### src/swkcfg_pkg.sv
`default_nettype none
package swkcfg_pkg;
  // register indices; byte address is four times the index
  localparam logic [6:0] IDX_DATA_LOW  = 7'h3A;
  localparam logic [6:0] IDX_FD_CFG    = 7'h3B;
  localparam logic [6:0] IDX_OSC_TRIM  = 7'h3C;
  localparam logic [6:0] IDX_OSC_CAL   = 7'h3D;
  localparam logic [6:0] IDX_TRIM_KEY  = 7'h40;
  localparam logic [6:0] IDX_RST_CTRL  = 7'h41;
  localparam int         ADDR_W        = 9;
  // field positions
  localparam int FD_EN_BIT    = 0;
  localparam int FD_FILT_LSB  = 1;
  localparam int FD_ERRDIS_BIT = 5;
  localparam int RXSEL_BIT    = 14;
  localparam int TCOEF_LSB    = 7;
  localparam int TOSC_LSB     = 0;
  // reset values and masks
  localparam logic [15:0] RST_VAL        = 16'h0000;
  localparam logic [15:0] FD_RESTART_KEEP = 16'h002F;
  localparam logic [15:0] FD_RW_MASK     = 16'h002F;
  localparam logic [1:0]  TRIM_UNLOCK    = 2'h3;
  localparam logic [1:0]  RESP_OKAY      = 2'h0;
  localparam logic [1:0]  RESP_SLVERR    = 2'h2;
  // dominant filter times in ns, and 40 MHz clock period
  localparam int CLK_PERIOD_NS = 25;
  localparam int FILT_STEP_NS  = 50;
  localparam int FILT_MAX_NS   = 775;
  localparam int FILT_MAX_CYC  = FILT_MAX_NS / CLK_PERIOD_NS;
  typedef struct packed {
    logic        enable;
    logic [2:0]  filterCode;
    logic        errCntDisable;
  } swkcf_fd_t;
  typedef struct packed {
    logic        rxSelect;
    logic [4:0]  tempCoef;
    logic [6:0]  oscTrim;
  } swkcf_trim_t;
endpackage : swkcfg_pkg
`default_nettype wire

### src/swkcf_filter_time.sv
`default_nettype none
// maps the 3-bit dominant filter code to a time and a count of clock cycles
module swkcf_filter_time (
  // code in
  input  wire logic [2:0] code,
  // decoded outputs
  output logic      [9:0] timeNs,
  output logic      [5:0] cycles
);
  always_comb begin
    if (code == 3'h7) begin
      timeNs = 10'(swkcfg_pkg::FILT_MAX_NS);
    end else begin
      timeNs = 10'(swkcfg_pkg::FILT_STEP_NS * (int'(code) + 1));
    end
    // count rounds down, never below one cycle
    cycles = 6'(int'(timeNs) / swkcfg_pkg::CLK_PERIOD_NS);
    if (cycles == 6'h00) begin
      cycles = 6'h01;
    end
  end
endmodule // swkcf_filter_time
`default_nettype wire

### src/swkcf_regs.sv
// Summary of operation
// - data register holds byte one high, zero low
// - reserved bits always read as zero
// - bit 0 switches fd tolerant mode
// - filter code selects 50..350 ns, 775 ns
// - bit 5 stops error counter, fd only
// - silence timeout clears error counter disable
// - bit 14 selects low-power or standard receiver
// - trim fields writable only when key is 11
// - calibration status two read-only bytes
// - restart keeps fd bits 5, 3:0
//
// The AXI4-Lite interface to the registers was decided locally.
`default_nettype none
module swkcf_regs (
  // clock and reset
  input  wire logic              clk,
  input  wire logic              rst,
  // AXI4-Lite write address and data
  input  wire logic [8:0]        awaddr,
  input  wire logic              awvalid,
  output logic                   awready,
  input  wire logic [31:0]       wdata,
  input  wire logic [3:0]        wstrb,
  input  wire logic              wvalid,
  output logic                   wready,
  // AXI4-Lite write response
  output logic [1:0]             bresp,
  output logic                   bvalid,
  input  wire logic              bready,
  // AXI4-Lite read
  input  wire logic [8:0]        araddr,
  input  wire logic              arvalid,
  output logic                   arready,
  output logic [31:0]            rdata,
  output logic [1:0]             rresp,
  output logic                   rvalid,
  input  wire logic              rready,
  // wake unit side
  input  wire logic              silenceExpired,
  input  wire logic [15:0]       oscCalIn,
  output logic [7:0]             expectedByteZero,
  output logic [7:0]             expectedByteOne,
  output swkcfg_pkg::swkcf_fd_t  fdCfg,
  output swkcfg_pkg::swkcf_trim_t trimCfg,
  output logic                   errCounterRun,
  output logic [5:0]             filterCycles
);
  // ********************
  // state
  // ********************
  typedef struct packed {
    logic        awHeld;
    logic [6:0]  awIdx;
    logic        wHeld;
    logic [15:0] wData;
    logic [1:0]  wStrb;
    logic        bValid;
    logic [1:0]  bResp;
    logic        rValid;
    logic [31:0] rData;
    logic [1:0]  rResp;
    logic [15:0] dataLow;
    swkcfg_pkg::swkcf_fd_t   fd;
    swkcfg_pkg::swkcf_trim_t trim;
    logic [1:0]  trimKey;
    logic [15:0] oscCal;
    logic        errRun;
    logic [5:0]  filtCyc;
    logic        awRdy;
    logic        wRdy;
    logic        arRdy;
  } swkcf_state_t;

  swkcf_state_t s_q;
  swkcf_state_t s_d;

  logic sync1_q;
  logic sync2_q;
  logic [5:0] filtCycComb;
  logic       wrFire;
  logic       softClear;
  logic       restartOnly;

  // write commit and reset-control decode, shared by the checks below
  assign wrFire      = s_q.awHeld && s_q.wHeld && !s_q.bValid;
  assign softClear   = wrFire && (s_q.awIdx == swkcfg_pkg::IDX_RST_CTRL) && s_q.wStrb[0]
                       && s_q.wData[0];
  assign restartOnly = wrFire && (s_q.awIdx == swkcfg_pkg::IDX_RST_CTRL) && s_q.wStrb[0]
                       && !s_q.wData[0] && s_q.wData[1];

  swkcf_filter_time u_filter (
    .code   (s_q.fd.filterCode),
    .timeNs (),
    .cycles (filtCycComb)
  );

  // silence expiry comes from the wake timer domain, synchronise it
  always_ff @(posedge clk) begin
    if (rst) begin
      sync1_q <= 1'b0;
      sync2_q <= 1'b0;
    end else begin
      sync1_q <= silenceExpired;
      sync2_q <= sync1_q;
    end
  end

  function automatic logic idxKnown(input logic [6:0] idx);
    idxKnown = idx inside {swkcfg_pkg::IDX_DATA_LOW, swkcfg_pkg::IDX_FD_CFG,
                           swkcfg_pkg::IDX_OSC_TRIM, swkcfg_pkg::IDX_OSC_CAL,
                           swkcfg_pkg::IDX_TRIM_KEY, swkcfg_pkg::IDX_RST_CTRL};
  endfunction

  function automatic logic [15:0] mergeBytes(input logic [15:0] old,
                                             input logic [15:0] nw,
                                             input logic [1:0] strb);
    mergeBytes = {strb[1] ? nw[15:8] : old[15:8], strb[0] ? nw[7:0] : old[7:0]};
  endfunction

  // ********************
  // next state
  // ********************
  always_comb begin
    logic        doWrite;
    logic [15:0] m;
    logic [15:0] fdWord;
    logic [15:0] trimWord;
    logic [15:0] rd;
    doWrite  = 1'b0;
    m        = 16'h0000;
    fdWord   = 16'h0000;
    trimWord = 16'h0000;
    rd       = 16'h0000;
    s_d = s_q;
    s_d.oscCal  = oscCalIn;
    s_d.filtCyc = filtCycComb;
    // counter stops only with fd tolerant mode on
    s_d.errRun  = ~(s_q.fd.errCntDisable & s_q.fd.enable);
    if (awvalid && !s_q.awHeld) begin
      s_d.awHeld = 1'b1;
      s_d.awIdx  = awaddr[8:2];
    end
    if (wvalid && !s_q.wHeld) begin
      s_d.wHeld = 1'b1;
      s_d.wData = wdata[15:0];
      s_d.wStrb = wstrb[1:0];
    end
    if (s_q.bValid && bready) begin
      s_d.bValid = 1'b0;
    end
    if (s_q.awHeld && s_q.wHeld && !s_q.bValid) begin
      doWrite    = 1'b1;
      s_d.awHeld = 1'b0;
      s_d.wHeld  = 1'b0;
      s_d.bValid = 1'b1;
      s_d.bResp  = idxKnown(s_q.awIdx) ? swkcfg_pkg::RESP_OKAY : swkcfg_pkg::RESP_SLVERR;
    end
    if (doWrite) begin
      m = mergeBytes(16'h0000, s_q.wData, s_q.wStrb);
      case (s_q.awIdx)
        swkcfg_pkg::IDX_DATA_LOW: begin
          s_d.dataLow = mergeBytes(s_q.dataLow, s_q.wData, s_q.wStrb);
        end
        swkcfg_pkg::IDX_FD_CFG: begin
          if (s_q.wStrb[0]) begin
            s_d.fd.enable        = m[swkcfg_pkg::FD_EN_BIT];
            s_d.fd.filterCode    = m[swkcfg_pkg::FD_FILT_LSB +: 3];
            s_d.fd.errCntDisable = m[swkcfg_pkg::FD_ERRDIS_BIT];
          end
        end
        swkcfg_pkg::IDX_OSC_TRIM: begin
          if (s_q.trimKey == swkcfg_pkg::TRIM_UNLOCK) begin
            if (s_q.wStrb[1]) begin
              s_d.trim.rxSelect      = m[swkcfg_pkg::RXSEL_BIT];
              s_d.trim.tempCoef[4:1] = m[11:8];
            end
            if (s_q.wStrb[0]) begin
              s_d.trim.tempCoef[0] = m[swkcfg_pkg::TCOEF_LSB];
              s_d.trim.oscTrim     = m[swkcfg_pkg::TOSC_LSB +: 7];
            end
          end
        end
        swkcfg_pkg::IDX_TRIM_KEY: begin
          if (s_q.wStrb[0]) begin
            s_d.trimKey = m[1:0];
          end
        end
        swkcfg_pkg::IDX_RST_CTRL: begin
          // bit 0 soft reset clears all, bit 1 restart keeps fd bits
          if (s_q.wStrb[0] && m[0]) begin
            s_d.dataLow = swkcfg_pkg::RST_VAL;
            s_d.fd      = '0;
            s_d.trim    = '0;
            s_d.trimKey = 2'h0;
          end else if (s_q.wStrb[0] && m[1]) begin
            s_d.trimKey = 2'h0;
          end
        end
        default: begin
        end
      endcase
    end
    // device clear wins over a simultaneous software write
    if (sync2_q) begin
      s_d.fd.errCntDisable = 1'b0;
    end
    if (s_q.rValid && rready) begin
      s_d.rValid = 1'b0;
    end
    if (arvalid && !s_q.rValid) begin
      fdWord   = {10'h000, s_q.fd.errCntDisable, 1'b0, s_q.fd.filterCode, s_q.fd.enable};
      trimWord = {1'b0, s_q.trim.rxSelect, 2'h0, s_q.trim.tempCoef, s_q.trim.oscTrim};
      case (araddr[8:2])
        swkcfg_pkg::IDX_DATA_LOW: rd = s_q.dataLow;
        swkcfg_pkg::IDX_FD_CFG:   rd = fdWord & swkcfg_pkg::FD_RW_MASK;
        swkcfg_pkg::IDX_OSC_TRIM: rd = trimWord;
        swkcfg_pkg::IDX_OSC_CAL:  rd = s_q.oscCal;
        swkcfg_pkg::IDX_TRIM_KEY: rd = {14'h0000, s_q.trimKey};
        default:                  rd = 16'h0000;
      endcase
      s_d.rValid = 1'b1;
      s_d.rData  = {16'h0000, rd};
      s_d.rResp  = idxKnown(araddr[8:2]) ? swkcfg_pkg::RESP_OKAY : swkcfg_pkg::RESP_SLVERR;
    end
    // readies kept as flops of their own, so no output passes a gate
    s_d.awRdy = ~s_d.awHeld;
    s_d.wRdy  = ~s_d.wHeld;
    s_d.arRdy = ~s_d.rValid;
  end

  always_ff @(posedge clk) begin
    if (rst) begin
      s_q <= '0;
      s_q.errRun  <= 1'b1;
      s_q.filtCyc <= 6'h02;
      s_q.awRdy   <= 1'b1;
      s_q.wRdy    <= 1'b1;
      s_q.arRdy   <= 1'b1;
    end else begin
      s_q <= s_d;
    end
  end

  // ********************
  // outputs
  // ********************
  // ready only while the holding slot is empty, so never combinational on valid
  assign awready          = s_q.awRdy;
  assign wready           = s_q.wRdy;
  assign bvalid           = s_q.bValid;
  assign bresp            = s_q.bResp;
  assign arready          = s_q.arRdy;
  assign rvalid           = s_q.rValid;
  assign rdata            = s_q.rData;
  assign rresp            = s_q.rResp;
  assign expectedByteZero = s_q.dataLow[7:0];
  assign expectedByteOne  = s_q.dataLow[15:8];
  assign fdCfg            = s_q.fd;
  assign trimCfg          = s_q.trim;
  assign errCounterRun    = s_q.errRun;
  assign filterCycles     = s_q.filtCyc;

  // ********************
  // checks
  // ********************
  // soft reset may clear trim with the key shut; that is not a locked write
  AST_TRIM_LOCK: assert property (@(posedge clk) disable iff (rst)
    (s_q.trimKey != swkcfg_pkg::TRIM_UNLOCK && !softClear) |=> $stable(s_q.trim) || $past(rst))
    else $error("trim changed while locked");
  AST_TRIM_KEEP: assert property (@(posedge clk) disable iff (rst)
    (wrFire && s_q.awIdx == swkcfg_pkg::IDX_OSC_TRIM && s_q.trimKey != swkcfg_pkg::TRIM_UNLOCK)
    |=> $stable(s_q.trim))
    else $error("locked trim write took effect");
  AST_RXSEL_WR: assert property (@(posedge clk) disable iff (rst)
    (wrFire && s_q.awIdx == swkcfg_pkg::IDX_OSC_TRIM && s_q.trimKey == swkcfg_pkg::TRIM_UNLOCK
     && s_q.wStrb[1]) |=> trimCfg.rxSelect == $past(s_q.wData[swkcfg_pkg::RXSEL_BIT]))
    else $error("receiver select not written");
  AST_SILENCE_CLR: assert property (@(posedge clk) disable iff (rst)
    sync2_q |=> !s_q.fd.errCntDisable)
    else $error("error counter disable not cleared");
  AST_ERR_RUN: assert property (@(posedge clk) disable iff (rst)
    (s_q.fd.errCntDisable && s_q.fd.enable) |=> !errCounterRun)
    else $error("error counter not stopped");
  AST_ERR_NOFD: assert property (@(posedge clk) disable iff (rst)
    !s_q.fd.enable |=> errCounterRun)
    else $error("error counter stopped without fd mode");
  AST_FD_WR: assert property (@(posedge clk) disable iff (rst)
    (wrFire && s_q.awIdx == swkcfg_pkg::IDX_FD_CFG && s_q.wStrb[0])
    |=> fdCfg.enable == $past(s_q.wData[swkcfg_pkg::FD_EN_BIT])
    && fdCfg.filterCode == $past(s_q.wData[swkcfg_pkg::FD_FILT_LSB +: 3]))
    else $error("fd enable or filter code not written");
  // a silence clear in the same cycle overrides the written bit
  AST_ERRDIS_WR: assert property (@(posedge clk) disable iff (rst)
    (wrFire && s_q.awIdx == swkcfg_pkg::IDX_FD_CFG && s_q.wStrb[0] && !sync2_q)
    |=> fdCfg.errCntDisable == $past(s_q.wData[swkcfg_pkg::FD_ERRDIS_BIT]))
    else $error("error counter disable not written");
  AST_FD_RSVD: assert property (@(posedge clk) disable iff (rst)
    (arvalid && arready && araddr[8:2] == swkcfg_pkg::IDX_FD_CFG)
    |=> rdata[31:6] == '0 && !rdata[4])
    else $error("fd reserved bits nonzero");
  AST_TRIM_RSVD: assert property (@(posedge clk) disable iff (rst)
    (arvalid && arready && araddr[8:2] == swkcfg_pkg::IDX_OSC_TRIM)
    |=> rdata[15] == 1'b0 && rdata[13:12] == 2'h0)
    else $error("trim reserved bits nonzero");
  AST_RD_UNMAPPED: assert property (@(posedge clk) disable iff (rst)
    (arvalid && arready && !idxKnown(araddr[8:2]))
    |=> rdata == 32'h00000000 && rresp == swkcfg_pkg::RESP_SLVERR)
    else $error("unmapped read not refused with zero data");
  AST_RDATA_HIGH: assert property (@(posedge clk) disable iff (rst)
    rvalid |-> rdata[31:16] == 16'h0000)
    else $error("read data upper half nonzero");
  AST_FILT_MAX: assert property (@(posedge clk) disable iff (rst)
    (s_q.fd.filterCode == 3'h7) |=> filterCycles == 6'(swkcfg_pkg::FILT_MAX_CYC))
    else $error("filter time wrong for code 7");
  AST_FILT_CODE: assert property (@(posedge clk) disable iff (rst)
    (s_q.fd.filterCode != 3'h7) |=> filterCycles == 6'((int'($past(s_q.fd.filterCode)) + 1)
    * swkcfg_pkg::FILT_STEP_NS / swkcfg_pkg::CLK_PERIOD_NS))
    else $error("filter time wrong for stepped code");
  AST_DATA_WR: assert property (@(posedge clk) disable iff (rst)
    (s_q.awHeld && s_q.wHeld && !s_q.bValid && s_q.awIdx == swkcfg_pkg::IDX_DATA_LOW
     && s_q.wStrb == 2'h3) |=> expectedByteZero == $past(s_q.wData[7:0])
     && expectedByteOne == $past(s_q.wData[15:8]))
    else $error("data bytes not stored");
  AST_DATA_RD: assert property (@(posedge clk) disable iff (rst)
    (arvalid && arready && araddr[8:2] == swkcfg_pkg::IDX_DATA_LOW)
    |=> rdata == {16'h0000, $past(s_q.dataLow)})
    else $error("data register read wrong");
  AST_CAL_RD: assert property (@(posedge clk) disable iff (rst)
    (arvalid && arready && araddr[8:2] == swkcfg_pkg::IDX_OSC_CAL)
    |=> rdata[15:0] == $past(s_q.oscCal))
    else $error("calibration read wrong");
  AST_SOFT_CLR: assert property (@(posedge clk) disable iff (rst)
    softClear |=> s_q.fd == '0 && s_q.dataLow == 16'h0000 && s_q.trim == '0
    && s_q.trimKey == 2'h0)
    else $error("soft reset left state behind");
  // restart must not disturb the fd settings, only shut the trim key
  AST_RESTART_KEEP: assert property (@(posedge clk) disable iff (rst)
    restartOnly |=> fdCfg.enable == $past(s_q.fd.enable)
    && fdCfg.filterCode == $past(s_q.fd.filterCode) && s_q.trimKey == 2'h0)
    else $error("restart changed fd settings");
  COV_WRITE: cover property (@(posedge clk) bvalid && bready);
  COV_READ: cover property (@(posedge clk) rvalid && rready);
  COV_TRIM_WR: cover property (@(posedge clk) s_q.trimKey == swkcfg_pkg::TRIM_UNLOCK
    && $changed(s_q.trim));
  COV_SILENCE: cover property (@(posedge clk) sync2_q && s_q.fd.errCntDisable);
  COV_RESTART: cover property (@(posedge clk) restartOnly);
endmodule // swkcf_regs
`default_nettype wire

### config.mk
export PLATFORM = sky130hd
export DESIGN_NAME = swkcf_regs
export DESIGN_NICKNAME = d
export VERILOG_FILES = /design/src/swkcfg_pkg.sv /design/src/swkcf_filter_time.sv /design/src/swkcf_regs.sv
export SDC_FILE = /design/constraint.sdc
export NUM_CORES = 1
export LEC_CHECK = 0
export ABC_AREA = 1
export BUFFER_PORTS_ARGS = -buffer_cell sky130_fd_sc_hd__buf_2
export CAP_MARGIN = 20
export CELL_PAD_IN_SITES_DETAIL_PLACEMENT = 1
export CELL_PAD_IN_SITES_GLOBAL_PLACEMENT = 2
export CORE_UTILIZATION = 30
export CTS_CLUSTER_DIAMETER = 200
export DETAILED_ROUTE_END_ITERATION = 16
export PLACE_DENSITY = 0.9
export SETUP_SLACK_MARGIN = 0.02
export SYNTH_ARGS = -nofsm -noshare
export SYNTH_HDL_FRONTEND = slang
export SYNTH_SLANG_ARGS = --single-unit
export TNS_END_PERCENT = 50
### constraint.sdc
create_clock -name clk -period 6.6 [get_ports clk]
set_input_delay 0.66 -clock clk [delete_from_list [all_inputs] [get_ports clk]]
set_output_delay 0.66 -clock clk [all_outputs]
set_load 0.01 [all_outputs]
# == Yosys cells after proc, flatten, opt, wreduce, memory -nomap -nowiden ==
# Index checks and enable logic that the tools add are counted.
# totals
regBits,113
inputBits,78
word_cells,118
# op_classes
add_sub_neg,1
multipliers,1
div_mod_pow,1
n_eq_ne,23
mux,29
bitwise,5
n_reduce_logical,29
# op_table
op,count
16-bit case mux with 5 select lines,1
"7-bit by 6-bit equality test with 1-bit output, second input constant",8
8-bit two-way mux,5
35-bit two-way mux,1
34-bit two-way mux,1
"11-bit by 6-bit divider with 32-bit output, second input constant",1
"6-bit by 32-bit multiplier with 9-bit output, first input constant",1
16-bit case mux with 2 select lines,1
"7-bit equality test, second input constant",4
13-bit case mux with 2 select lines,1
19-bit two-way mux,1
4-bit AND reduction,4
13-bit two-way mux,1
2-bit two-way mux,6
"2-bit != test, second input constant",6
6-bit nonzero test,2
10-bit two-way mux,1
5-bit two-way mux,2
5-bit case mux with 2 select lines,1
5-bit AND reduction,2
2-bit nonzero test,5
1-bit logical AND,9
6-bit logical NOT,1
1-bit two-way mux,5
other kinds (11),19

# == Logic depth before layout (Yosys ltp) ==
# Gate-level depths: netlist of run 1.
# logic_depth
word_depth,6
ltp_mapped,50

# == By module ==
# From an unflattened synthesis of run 1, not the netlist that was laid out.
# hier_totals
hier_cells,1173
hier_area_um2,7813.7
# modules_own_cells
module,n_inst,cells_per_inst,area_each_um2
swkcf_regs,1,755,5387.7
swkcf_filter_time,1,418,2426.1

# == Worst setup path before layout of run 1 ==
# OpenSTA, ideal clock, no wires.
# synth_timing
kind,flip-flop to flip-flop
from,"reg s_q, in the netlist fdCfg[1]"
to,"reg s_q, in the netlist filterCycles[0]"
setup_ns,0.110
t_arrival_ns,5.481
required_time_ns,6.490
slack_ns,1.009
path_stages_with_launch,45
path_buffers,1
period_less_slack_ns,5.591
cell_sequence,dfxtp_1 > inv_1 > ha_1 > inv_1 > ha_1 > ha_1 > ha_1 > nand2_1 > inv_1 > nand2_1 > nand3_1 > nand3_4 > ha_1 > o21ai_4 > nand2_1 > a21oi_2 > inv_2 > nand2_1 > (+9 left out) > nand2_1 > nand2_1 > inv_2 > ha_1 > nor2_1 > inv_1 > nor2_1 > nand2_1 > nand3_1 > nand2_1 > nand2_1 > inv_1 > o21ai_1 > nand3_1 > nor3_2 > nand3_1 > nand2_1 > inv_1
# synth_via
elab_chain_len,6
# synth_lines
item,line,text
start: declaration,swkcf_regs.sv:75,swkcf_state_t s_q;
3-bit by 1-bit adder with 4-bit output,swkcf_filter_time.sv:14,timeNs = 10'(swkcfg_pkg::FILT_STEP_NS * (int'(code) + 1));
6-bit by 32-bit multiplier with 9-bit output,swkcf_filter_time.sv:14,
10-bit two-way mux *,swkcf_filter_time.sv:11,if (code == 3'h7) begin
11-bit by 6-bit divider with 32-bit output *,swkcf_filter_time.sv:17,cycles = 6'(int'(timeNs) / swkcfg_pkg::CLK_PERIOD_NS);
6-bit logical NOT,swkcf_filter_time.sv:18,if (cycles == 6'h00) begin
2-bit two-way mux *,swkcf_filter_time.sv:18,
# Every way passes the cells marked *; elsewhere a longest branch is shown, timed or not.
# A chain may end at the register's enable or synchronous reset.

# == Worst setup path in the final report of run 1 ==
# layout_timing
from,"reg s_q, in the netlist fdCfg[2]"
to,"reg s_q, in the netlist filterCycles[0]"
# Same word-level chain as after synthesis.

==> results of run 1 <==
-- cell usage in the layout, fill, tap and decap left out, types with 3 or more instances in the layout --
| master | instances |
|---|---|
| buf_4 | 24 |
| a211oi_1 | 6 |
| nand4_1 | 25 |
| nand3_2 | 7 |
| o2111ai_1 | 4 |
| inv_1 | 139 |
| o21ai_0 | 59 |
| a21oi_2 | 3 |
| nand2_4 | 4 |
| nand2_1 | 213 |
| dfxtp_1 | 111 |
| conb_1 | 19 |
| nor2_4 | 10 |
| o211ai_1 | 4 |
| nor3_1 | 9 |
| xor2_1 | 7 |
| a21oi_1 | 64 |
| nor4_1 | 5 |
| ha_1 | 17 |
| nor2_2 | 6 |
| nor2_1 | 105 |
| clkbuf_16 | 9 |
| nand3b_1 | 3 |
| nand2_2 | 28 |
| buf_2 | 119 |
| inv_2 | 8 |
| nand3_1 | 47 |
| nand3_4 | 8 |
-- metal layers --
layer / routed length [um] / global-route usage [%] / vias up
li1: - / - / 3311
met5: 0 / 0 / -
met4: 286 / 4.86 / 0
met2: 10000 / 30.6 / 114
met3: 675 / 3.35 / 22
met1: 9060 / 20.6 / 3072
-- how the worst max path moves through the flow --
stage	from	slack (ps)	to	depth (start not counted)
2_1_floorplan	fdCfg[1]$_SDFFE_PP0P_	1010	filterCycles[0]$_SDFF_PP0_	44
3_3_place_gp	fdCfg[2]$_SDFFE_PP0P_	610	filterCycles[0]$_SDFF_PP0_	42
3_5_place_dp	fdCfg[2]$_SDFFE_PP0P_	420	filterCycles[0]$_SDFF_PP0_	45
4_1_cts	fdCfg[2]$_SDFFE_PP0P_	390	filterCycles[0]$_SDFF_PP0_	45
5_1_grt	fdCfg[2]$_SDFFE_PP0P_	-0.9	filterCycles[0]$_SDFF_PP0_	45
6_report	fdCfg[2]$_SDFFE_PP0P_	530	filterCycles[0]$_SDFF_PP0_	45
-- cells by family (layout without fill, tap and decap cells) --
group | count (synthesis) | after routing
and+or+nand+nor | 475 | 476
buffers and inverters | 250 | 310
AOI/OAI and AO/OA | 154 | 154
DFF | 111 | 111
adders and majority gates | 18 | 18
xor gates and xnor gates | 8 | 8
other | 1 | 20
-- metrics by stage --
| step | setup WS (ps) | cells | instance area (um2) |
|---|---|---|---|
| CTS | 393 | 1366 | 7690 |
| detailed placement | 420 | 1350 | 7380 |
| global placement | 614 | 1350 | 7380 |
| floorplan | 1010 | 1035 | 7010 |
| finish | 533 | 1382 | 7840 |
| global route | -0.882 | 1382 | 7840 |
-- final cells by class --
class,instances,area [um2]
clock buffers,10,239
flip-flops and latches,111,2220
multi-input cells,675,3610
well taps,285,357
repair buffers,144,781
inverters,150,564
clock inverters,6,72.6
fillers,2938,14800
diodes,1,2.50
-- state kept, by name, indices dropped and copies added (netlist names) --
| register | cells |
|---|---|
| arready | 1 |
| filterCycles | 6 |
| sync2_q | 1 |
| errCounterRun | 1 |
| rdata | 16 |
| expectedByteOne | 8 |
| sync1_q | 1 |
| s_q | 45 |
| fdCfg | 5 |
| wready | 1 |
| expectedByteZero | 8 |
| trimCfg | 13 |
| rvalid | 1 |
| bvalid | 1 |
| rresp | 1 |
| awready | 1 |
| bresp | 1 |
-- repair_timing --
item / in CTS / in global routing
buffers inserted: 0 / 14
hold endpoints to repair: 0 / 0
resized for setup: 0 / 8
setup endpoints to repair: 0 / 1
hold buffers: 0 / 0
-- worst max-delay path: cells and delay by family, from the launching register on --
family                     cells  cell delay [ps]
and+or+nand+nor               28             3130
adders and majority gates      6             1510
AOI/OAI and AO/OA              1              150
buffers and inverters         10              820
DFF                            1              370
-- power breakdown --
group	switching, mW	total [mW]	internal (mW)
combinational	0.0988	0.146	0.0474
clock	0.297	0.579	0.282
sequential	0.0118	0.706	0.694
==> results.txt, run 1 <==
- Share of synthesized registers carrying an async set or reset: 0%
- HPWL reported at the end of detailed placement: 15400 um
* Number of synthesized flops with an enable pin: 0
- In this run, CTS created clock tree buffers numbering 9.
- The core region is 0.0226 mm2.
* Worst setup EP type: register
* Cell seen most often among critical-path stages: nand2_1
- For this design the top-level I/O count stands at 160.
- Clock-pin slew was measured on the worst setup and hold paths at 80 ps.
* Tot GR Track Use: 17.1%
- Post-synthesis sequential area ratio: 32.0%
* Post-synth cell types: 45
- Hold path startpoint: sync2_q$_SDFF_PP0_
- Vertical die dimension: 154 um
- Port buffering added 119 buffers.
- The detailed router placed 6519 vias in this run.
- Dividing the final minimum period by the clock period gives 91.9%.
- In this run, the number of DRC markers left after iteration 0 of detailed routing was 272.
- For the worst setup path, the data arrival time is 6330 ps.
- The most common cell in the synthesized netlist is nand2_1.
* Starting density of the core: 30.7%
- X dimension of the die: 154 um
* Number of global-route vias before repair: 6549
- The flow ran to the end, and the final reports show no timing, DRC or antenna violations.
* Initial antenna violation count: 1
* Most instantiated cells after synthesis: nand2_1, inv_1, dfxtp_1, nor2_1, buf_4
* WL/cell: 14.5 um
- After global routing the overflow that remains totals 0.
- The routed design could run at a clock period as short as 6070 ps.
- Clock H-tree levels: 3
- The startpoint identified for the worst register-to-register timing path is fdCfg[2]$_SDFFE_PP0P_.
- Final slew viol count: 0
- Routability-driven placement finished with a final weighted congestion of 0.841.
- Post-synthesis to final-layout area growth: 13.0%
* Final WL: 20100 um
- Total standard cell area after synthesis: 0.00694 mm2
- Setup violations remaining at the end of the flow were counted as 0.
- Worst r2r path cells: 45
* Final core area utilization: 34.6%
- Kind of critical path: reg2reg
* Minimum setup slack among reg-to-reg paths: 530 ps
- On the critical path, the stage with the largest delay is an instance of dfxtp_1.
* Final hold violation count: 0
- Type of the worst min-delay path: reg2reg
- After Yosys synthesis, full adders, half adders and majority gates account for 3.24% of the synthesized area.
* Syn Area/Cell: 6.83 um2
- Remaining max-slew budget at the tightest pin: 39.6%
- Fraction of layout cells with a size suffix above 1: 22.3%
* Max clock buf depth: 2
- Number of detailed-routing iterations run before antenna repair: 4
- STA classifies the critical path startpoint as a register.
* Largest family of logic cells by synthesized area: simple AND/OR/NAND/NOR gates
* Most frequently used flop master after synthesis: dfxtp_1
- FMAX: 165 MHz
- In this run the core area contains 55 standard-cell rows.
* Xor and xnor area share after synthesis: 1.01%
* Maximum fanout encountered on the critical timing path: 9
- Endpoint of the worst register-to-register path: filterCycles[0]$_SDFF_PP0_
- TritonCTS clock tree: done
- Clock tree synthesis found a total of 111 sinks.
- Transition at the pin with the smallest max-transition slack: 903 ps
- Dominant cell type by area after synthesis: dfxtp_1
* Drc violations: 0
- Synthesis inferred 111 register bits.
* Leakage power total: 3.89 nW
- Count of mapped cells out of synthesis: 1017
- Max-capacitance violation count: 0
* Hold Path Cell Cnt: 1
- Entering global routing, the biggest net connects 56 pins.
- Maximum vdd drop: 0.000115 V
- Ranking of synthesized cells by area: dfxtp_1, nand2_1, buf_4
* Total Nets Final: 1187
* Power per Cell Area: 182 mW/mm2
- Warnings, synthesis: 0
- Latest clock arrival within the worst-skew pair: 370 ps
* Mux cell area share after synthesis: 0%
- Across all hold checks on the routed design, the worst slack comes to 408 ps.
* Share of Yosys cell area claimed by the top area cell type: 32.0%
- Area of the die: 0.0238 mm2
* Worst Hold End: fdCfg[0]$_SDFFE_PP0P_
* Critical path required time: 6860 ps
* Compound-gate portion of the synthesized area: 12.5%
- Once detail routing completed, the nets flagged for antenna violations numbered 0.
- In the routed layout, each cell is associated on average with a via count of 4.72.
- Of the total synthesized cell area, the portion taken by AND, OR, NAND and NOR gates is 33.2%.
* Clock tree root buffer cell: clkbuf_16
- Final setup skew: 10.6 ps
* Delay of the slowest critical-path stage: 370 ps
- For the final routed database, the setup TNS stands at 0 ps.
- The design draws 1.43 mW.
- The first global-routing pass estimated 32500 um of wire.
Power figures use the tool's default switching activity.
==> inputs of run 2 (changes only) <==
--- a/config.mk
+++ b/config.mk
@@ -13,7 +13,7 @@
 export CORE_UTILIZATION = 30
 export CTS_CLUSTER_DIAMETER = 200
 export DETAILED_ROUTE_END_ITERATION = 16
-export PLACE_DENSITY = 0.9
+export PLACE_DENSITY = 0.93
 export SETUP_SLACK_MARGIN = 0.02
 export SYNTH_ARGS = -nofsm -noshare
 export SYNTH_HDL_FRONTEND = slang
==> run 2 against run 1 <==
Net effect: design area fell by 0.13%; sequential power barely moved; clock skew rose by 1.5 ps; critical endpoint unchanged; largest cell class unchanged.
==> results.txt, run 2 (synthesized netlist as in run 1, its figures left out) <==
* Status: complete, no violations
- Setup repair after global routing missed its margin: no
* Maximum fanout encountered on the critical timing path: 11 (+2)
- Crit path launch type: register
- The die width came to 154 um (unchanged).
- The slowest stage of the critical path is the dfxtp_4 cell.
- Worst setup EP type: register
- The number of detailed-routing iterations run before antenna repair was 4 (unchanged).
- Final WL: 19700 um (-1.6%)
- The global-route wire length before repair came to 32400 um (-0.30%).
- The vertical die dimension is 154 um (unchanged).
- Starting density of the core: 30.7% (unchanged)
* Area of the die: 0.0238 mm2 (unchanged)
- Latest clock arrival within the worst-skew pair: 370 ps (about the same)
* Post-synthesis to final-layout area growth: 12.8%
- Count of clock tree sinks: 111 (unchanged)
* Maximum vdd drop: 0.000107 V (-6.8%)
- Remaining max-slew budget at the tightest pin: 35.4% (-4.2 points)
- Endpoint of the worst register-to-register path: filterCycles[0]$_SDFF_PP0_
* FMAX: 167 MHz (+1.1%)
* Most used cells in the layout excluding fill and tap cells: nand2_1, inv_1, buf_2
* Iter 0 DRT Violations: 182 (-33%)
- The initial antenna violation count came to 0 (-1).
- CTS Hold Buffers Added: 0 (unchanged)
* Final slew viol count: 0 (unchanged)
* Largest Register: s_q
* Worst Slack Setup Final: 601 ps (+68.2 ps)
* Count of filler cells inserted in the layout: 2918 (-0.68%)
* Max FFs per register: 45 (unchanged)
- The worst hold margin came to 407 ps (-0.627 ps).
- The critical path is of the reg2reg type.
* Buffers on Ports: 119 (unchanged)
- Number of cell rows: 55 (unchanged)
- Number of nets still failing antenna checks after routing: 0 (unchanged)
- The aggregate global routing overflow was 0 (unchanged).
* Hold Path Cell Cnt: 2 (+1)
- Final hold violation count: 0 (unchanged)
* Minimum setup slack among reg-to-reg paths: 600 ps (+70 ps)
- The max-capacitance violation count is 0 (unchanged).
- WL/cell: 14.3 um (-1.4%)
- Total Nets Final: 1186 (-0.084%)
* Max clock buf depth: 2 (unchanged)
* Post-route minimum period: 6000 ps (-68.3 ps)
- CTS Buf Count: 9 (unchanged)
* Final period utilization: 90.9% (-1.0 points)
- The path with the worst hold slack has its endpoint at sync2_q$_SDFF_PP0_.
* Delay of the slowest critical-path stage: 400 ps (+30 ps)
* Leakage power total: 3.89 nW (about the same)
- TritonCTS clock tree: done
- The depth of the worst register-to-register path came to 40 (-11%).
- HPWL reported at the end of detailed placement: 15200 um (-1.3%)
- The overall fraction of global-route tracks in use is 17.0% (-0.10 points).
- Type of the worst min-delay path: reg2reg
* Total Negative Setup Slacks: 0 ps (unchanged)
- Critical path required time: 6860 ps (about the same)
* Antenna cells: 0 (-1)
- The final weighted congestion in routability-driven placement came to 0.818 (-2.7%).
- Leaving out fill and tap cells, the most frequent cell in the layout is nand2_1.
* Maximum number of pins on one net before global-route repair: 56 (unchanged)
* Reg-to-reg startpoint: fdCfg[1]$_SDFFE_PP0P_
- Number of global-route vias before repair: 6599 (+0.76%)
- The post-route DRC violation count is 0 (unchanged).
* Worst setup slack before clock tree synthesis: 241 ps (-179 ps)
- The cell area power density was 187 mW/mm2 (+2.5%).
- The slew at the pin with the worst max-slew slack was 962 ps (+59.6 ps).
- The fraction of final layout cells with drive strength greater than 1 is 21.8% (-0.44 points).
- Hold path startpoint: sync1_q$_SDFF_PP0_
* Via count of the routed design: 6466 (-0.81%)
* Final setup skew: 12.1 ps (+1.48 ps)
* I/O Pins: 160 (unchanged)
* Vias per inst: 4.69 (-0.67%)
* Floorplan Core Area: 0.0226 mm2 (unchanged)
- The total setup violations reported at the end of the flow was 0 (unchanged).
- Clock Pin Slew Worst Setup and Hold Paths: 80 ps (about the same)
* Clock H-tree levels: 3 (unchanged)
- Arrival time reported for the critical path endpoint: 6260 ps (-70 ps)
* Clock tree root buffer cell: clkbuf_16
[run 2: cell type report]
type / instances / area, um2 / share of cell area (%)
Inverter: 150 / 564 / 7.20
Clock inverter: 7 / 105 / 1.34
Clock buffer: 9 / 225 / 2.87
Tap cell: 285 / 357 / 4.55
Multi-Input combinational cell: 675 / 3580 / 45.7
Sequential cell: 111 / 2230 / 28.4
Timing Repair Buffer: 143 / 776 / 9.90
[run 2: how the worst max path moves through the flow]
stage,endpoint,start
finish,filterCycles[0]$_SDFF_PP0_,fdCfg[1]$_SDFFE_PP0P_
detailed placement,filterCycles[0]$_SDFF_PP0_,fdCfg[1]$_SDFFE_PP0P_
floorplan,filterCycles[0]$_SDFF_PP0_,fdCfg[1]$_SDFFE_PP0P_
global route,filterCycles[0]$_SDFF_PP0_,fdCfg[1]$_SDFFE_PP0P_
CTS,filterCycles[0]$_SDFF_PP0_,fdCfg[1]$_SDFFE_PP0P_
global placement,filterCycles[0]$_SDFF_PP0_,fdCfg[1]$_SDFFE_PP0P_
[run 2: report_power, final]
part | leakage (nW) | switching (mW) | internal (mW) | total (mW)
Clock | 0.162 | 0.299 | 0.313 | 0.612
Sequential | 0.909 | 0.0115 | 0.693 | 0.705
Combinational | 2.82 | 0.0990 | 0.0476 | 0.147
Total | 3.89 | 0.410 | 1.05 | 1.46
[run 2: worst max-delay path: cells and delay by family (launching register included)]
family,cells,cell delay [ps]
flops,1,400
simple gates,25,3010
compound gates,1,210
fa+ha+maj,6,1630
buf+inv,8,670
[run 2: repair_timing]
action / in CTS / in global routing
hold endpoints to repair: 0 / 0
setup endpoints to repair: 0 / 1
resized for setup: 0 / 5
buffers inserted: 0 / 14
[run 2: per-layer routing]
metal	wire length, um	up-vias	track usage (%)
met5	0	-	0
met4	377	0	5.00
met3	778	27	3.41
met2	9880	106	30.8
met1	8700	3033	20.1
li1	-	3300	-
[run 2: per-stage QoR]
stage          power [mW]  util, %  instance area (um2)  instances
2_1_floorplan       0.827        -                 7010       1035
3_3_place_gp        0.863     32.5                 7370       1349
3_5_place_dp        0.866     32.5                 7370       1349
4_1_cts              1.48     34.0                 7700       1365
5_1_grt              1.53     34.6                 7830       1380
6_report             1.46     34.6                 7830       1380
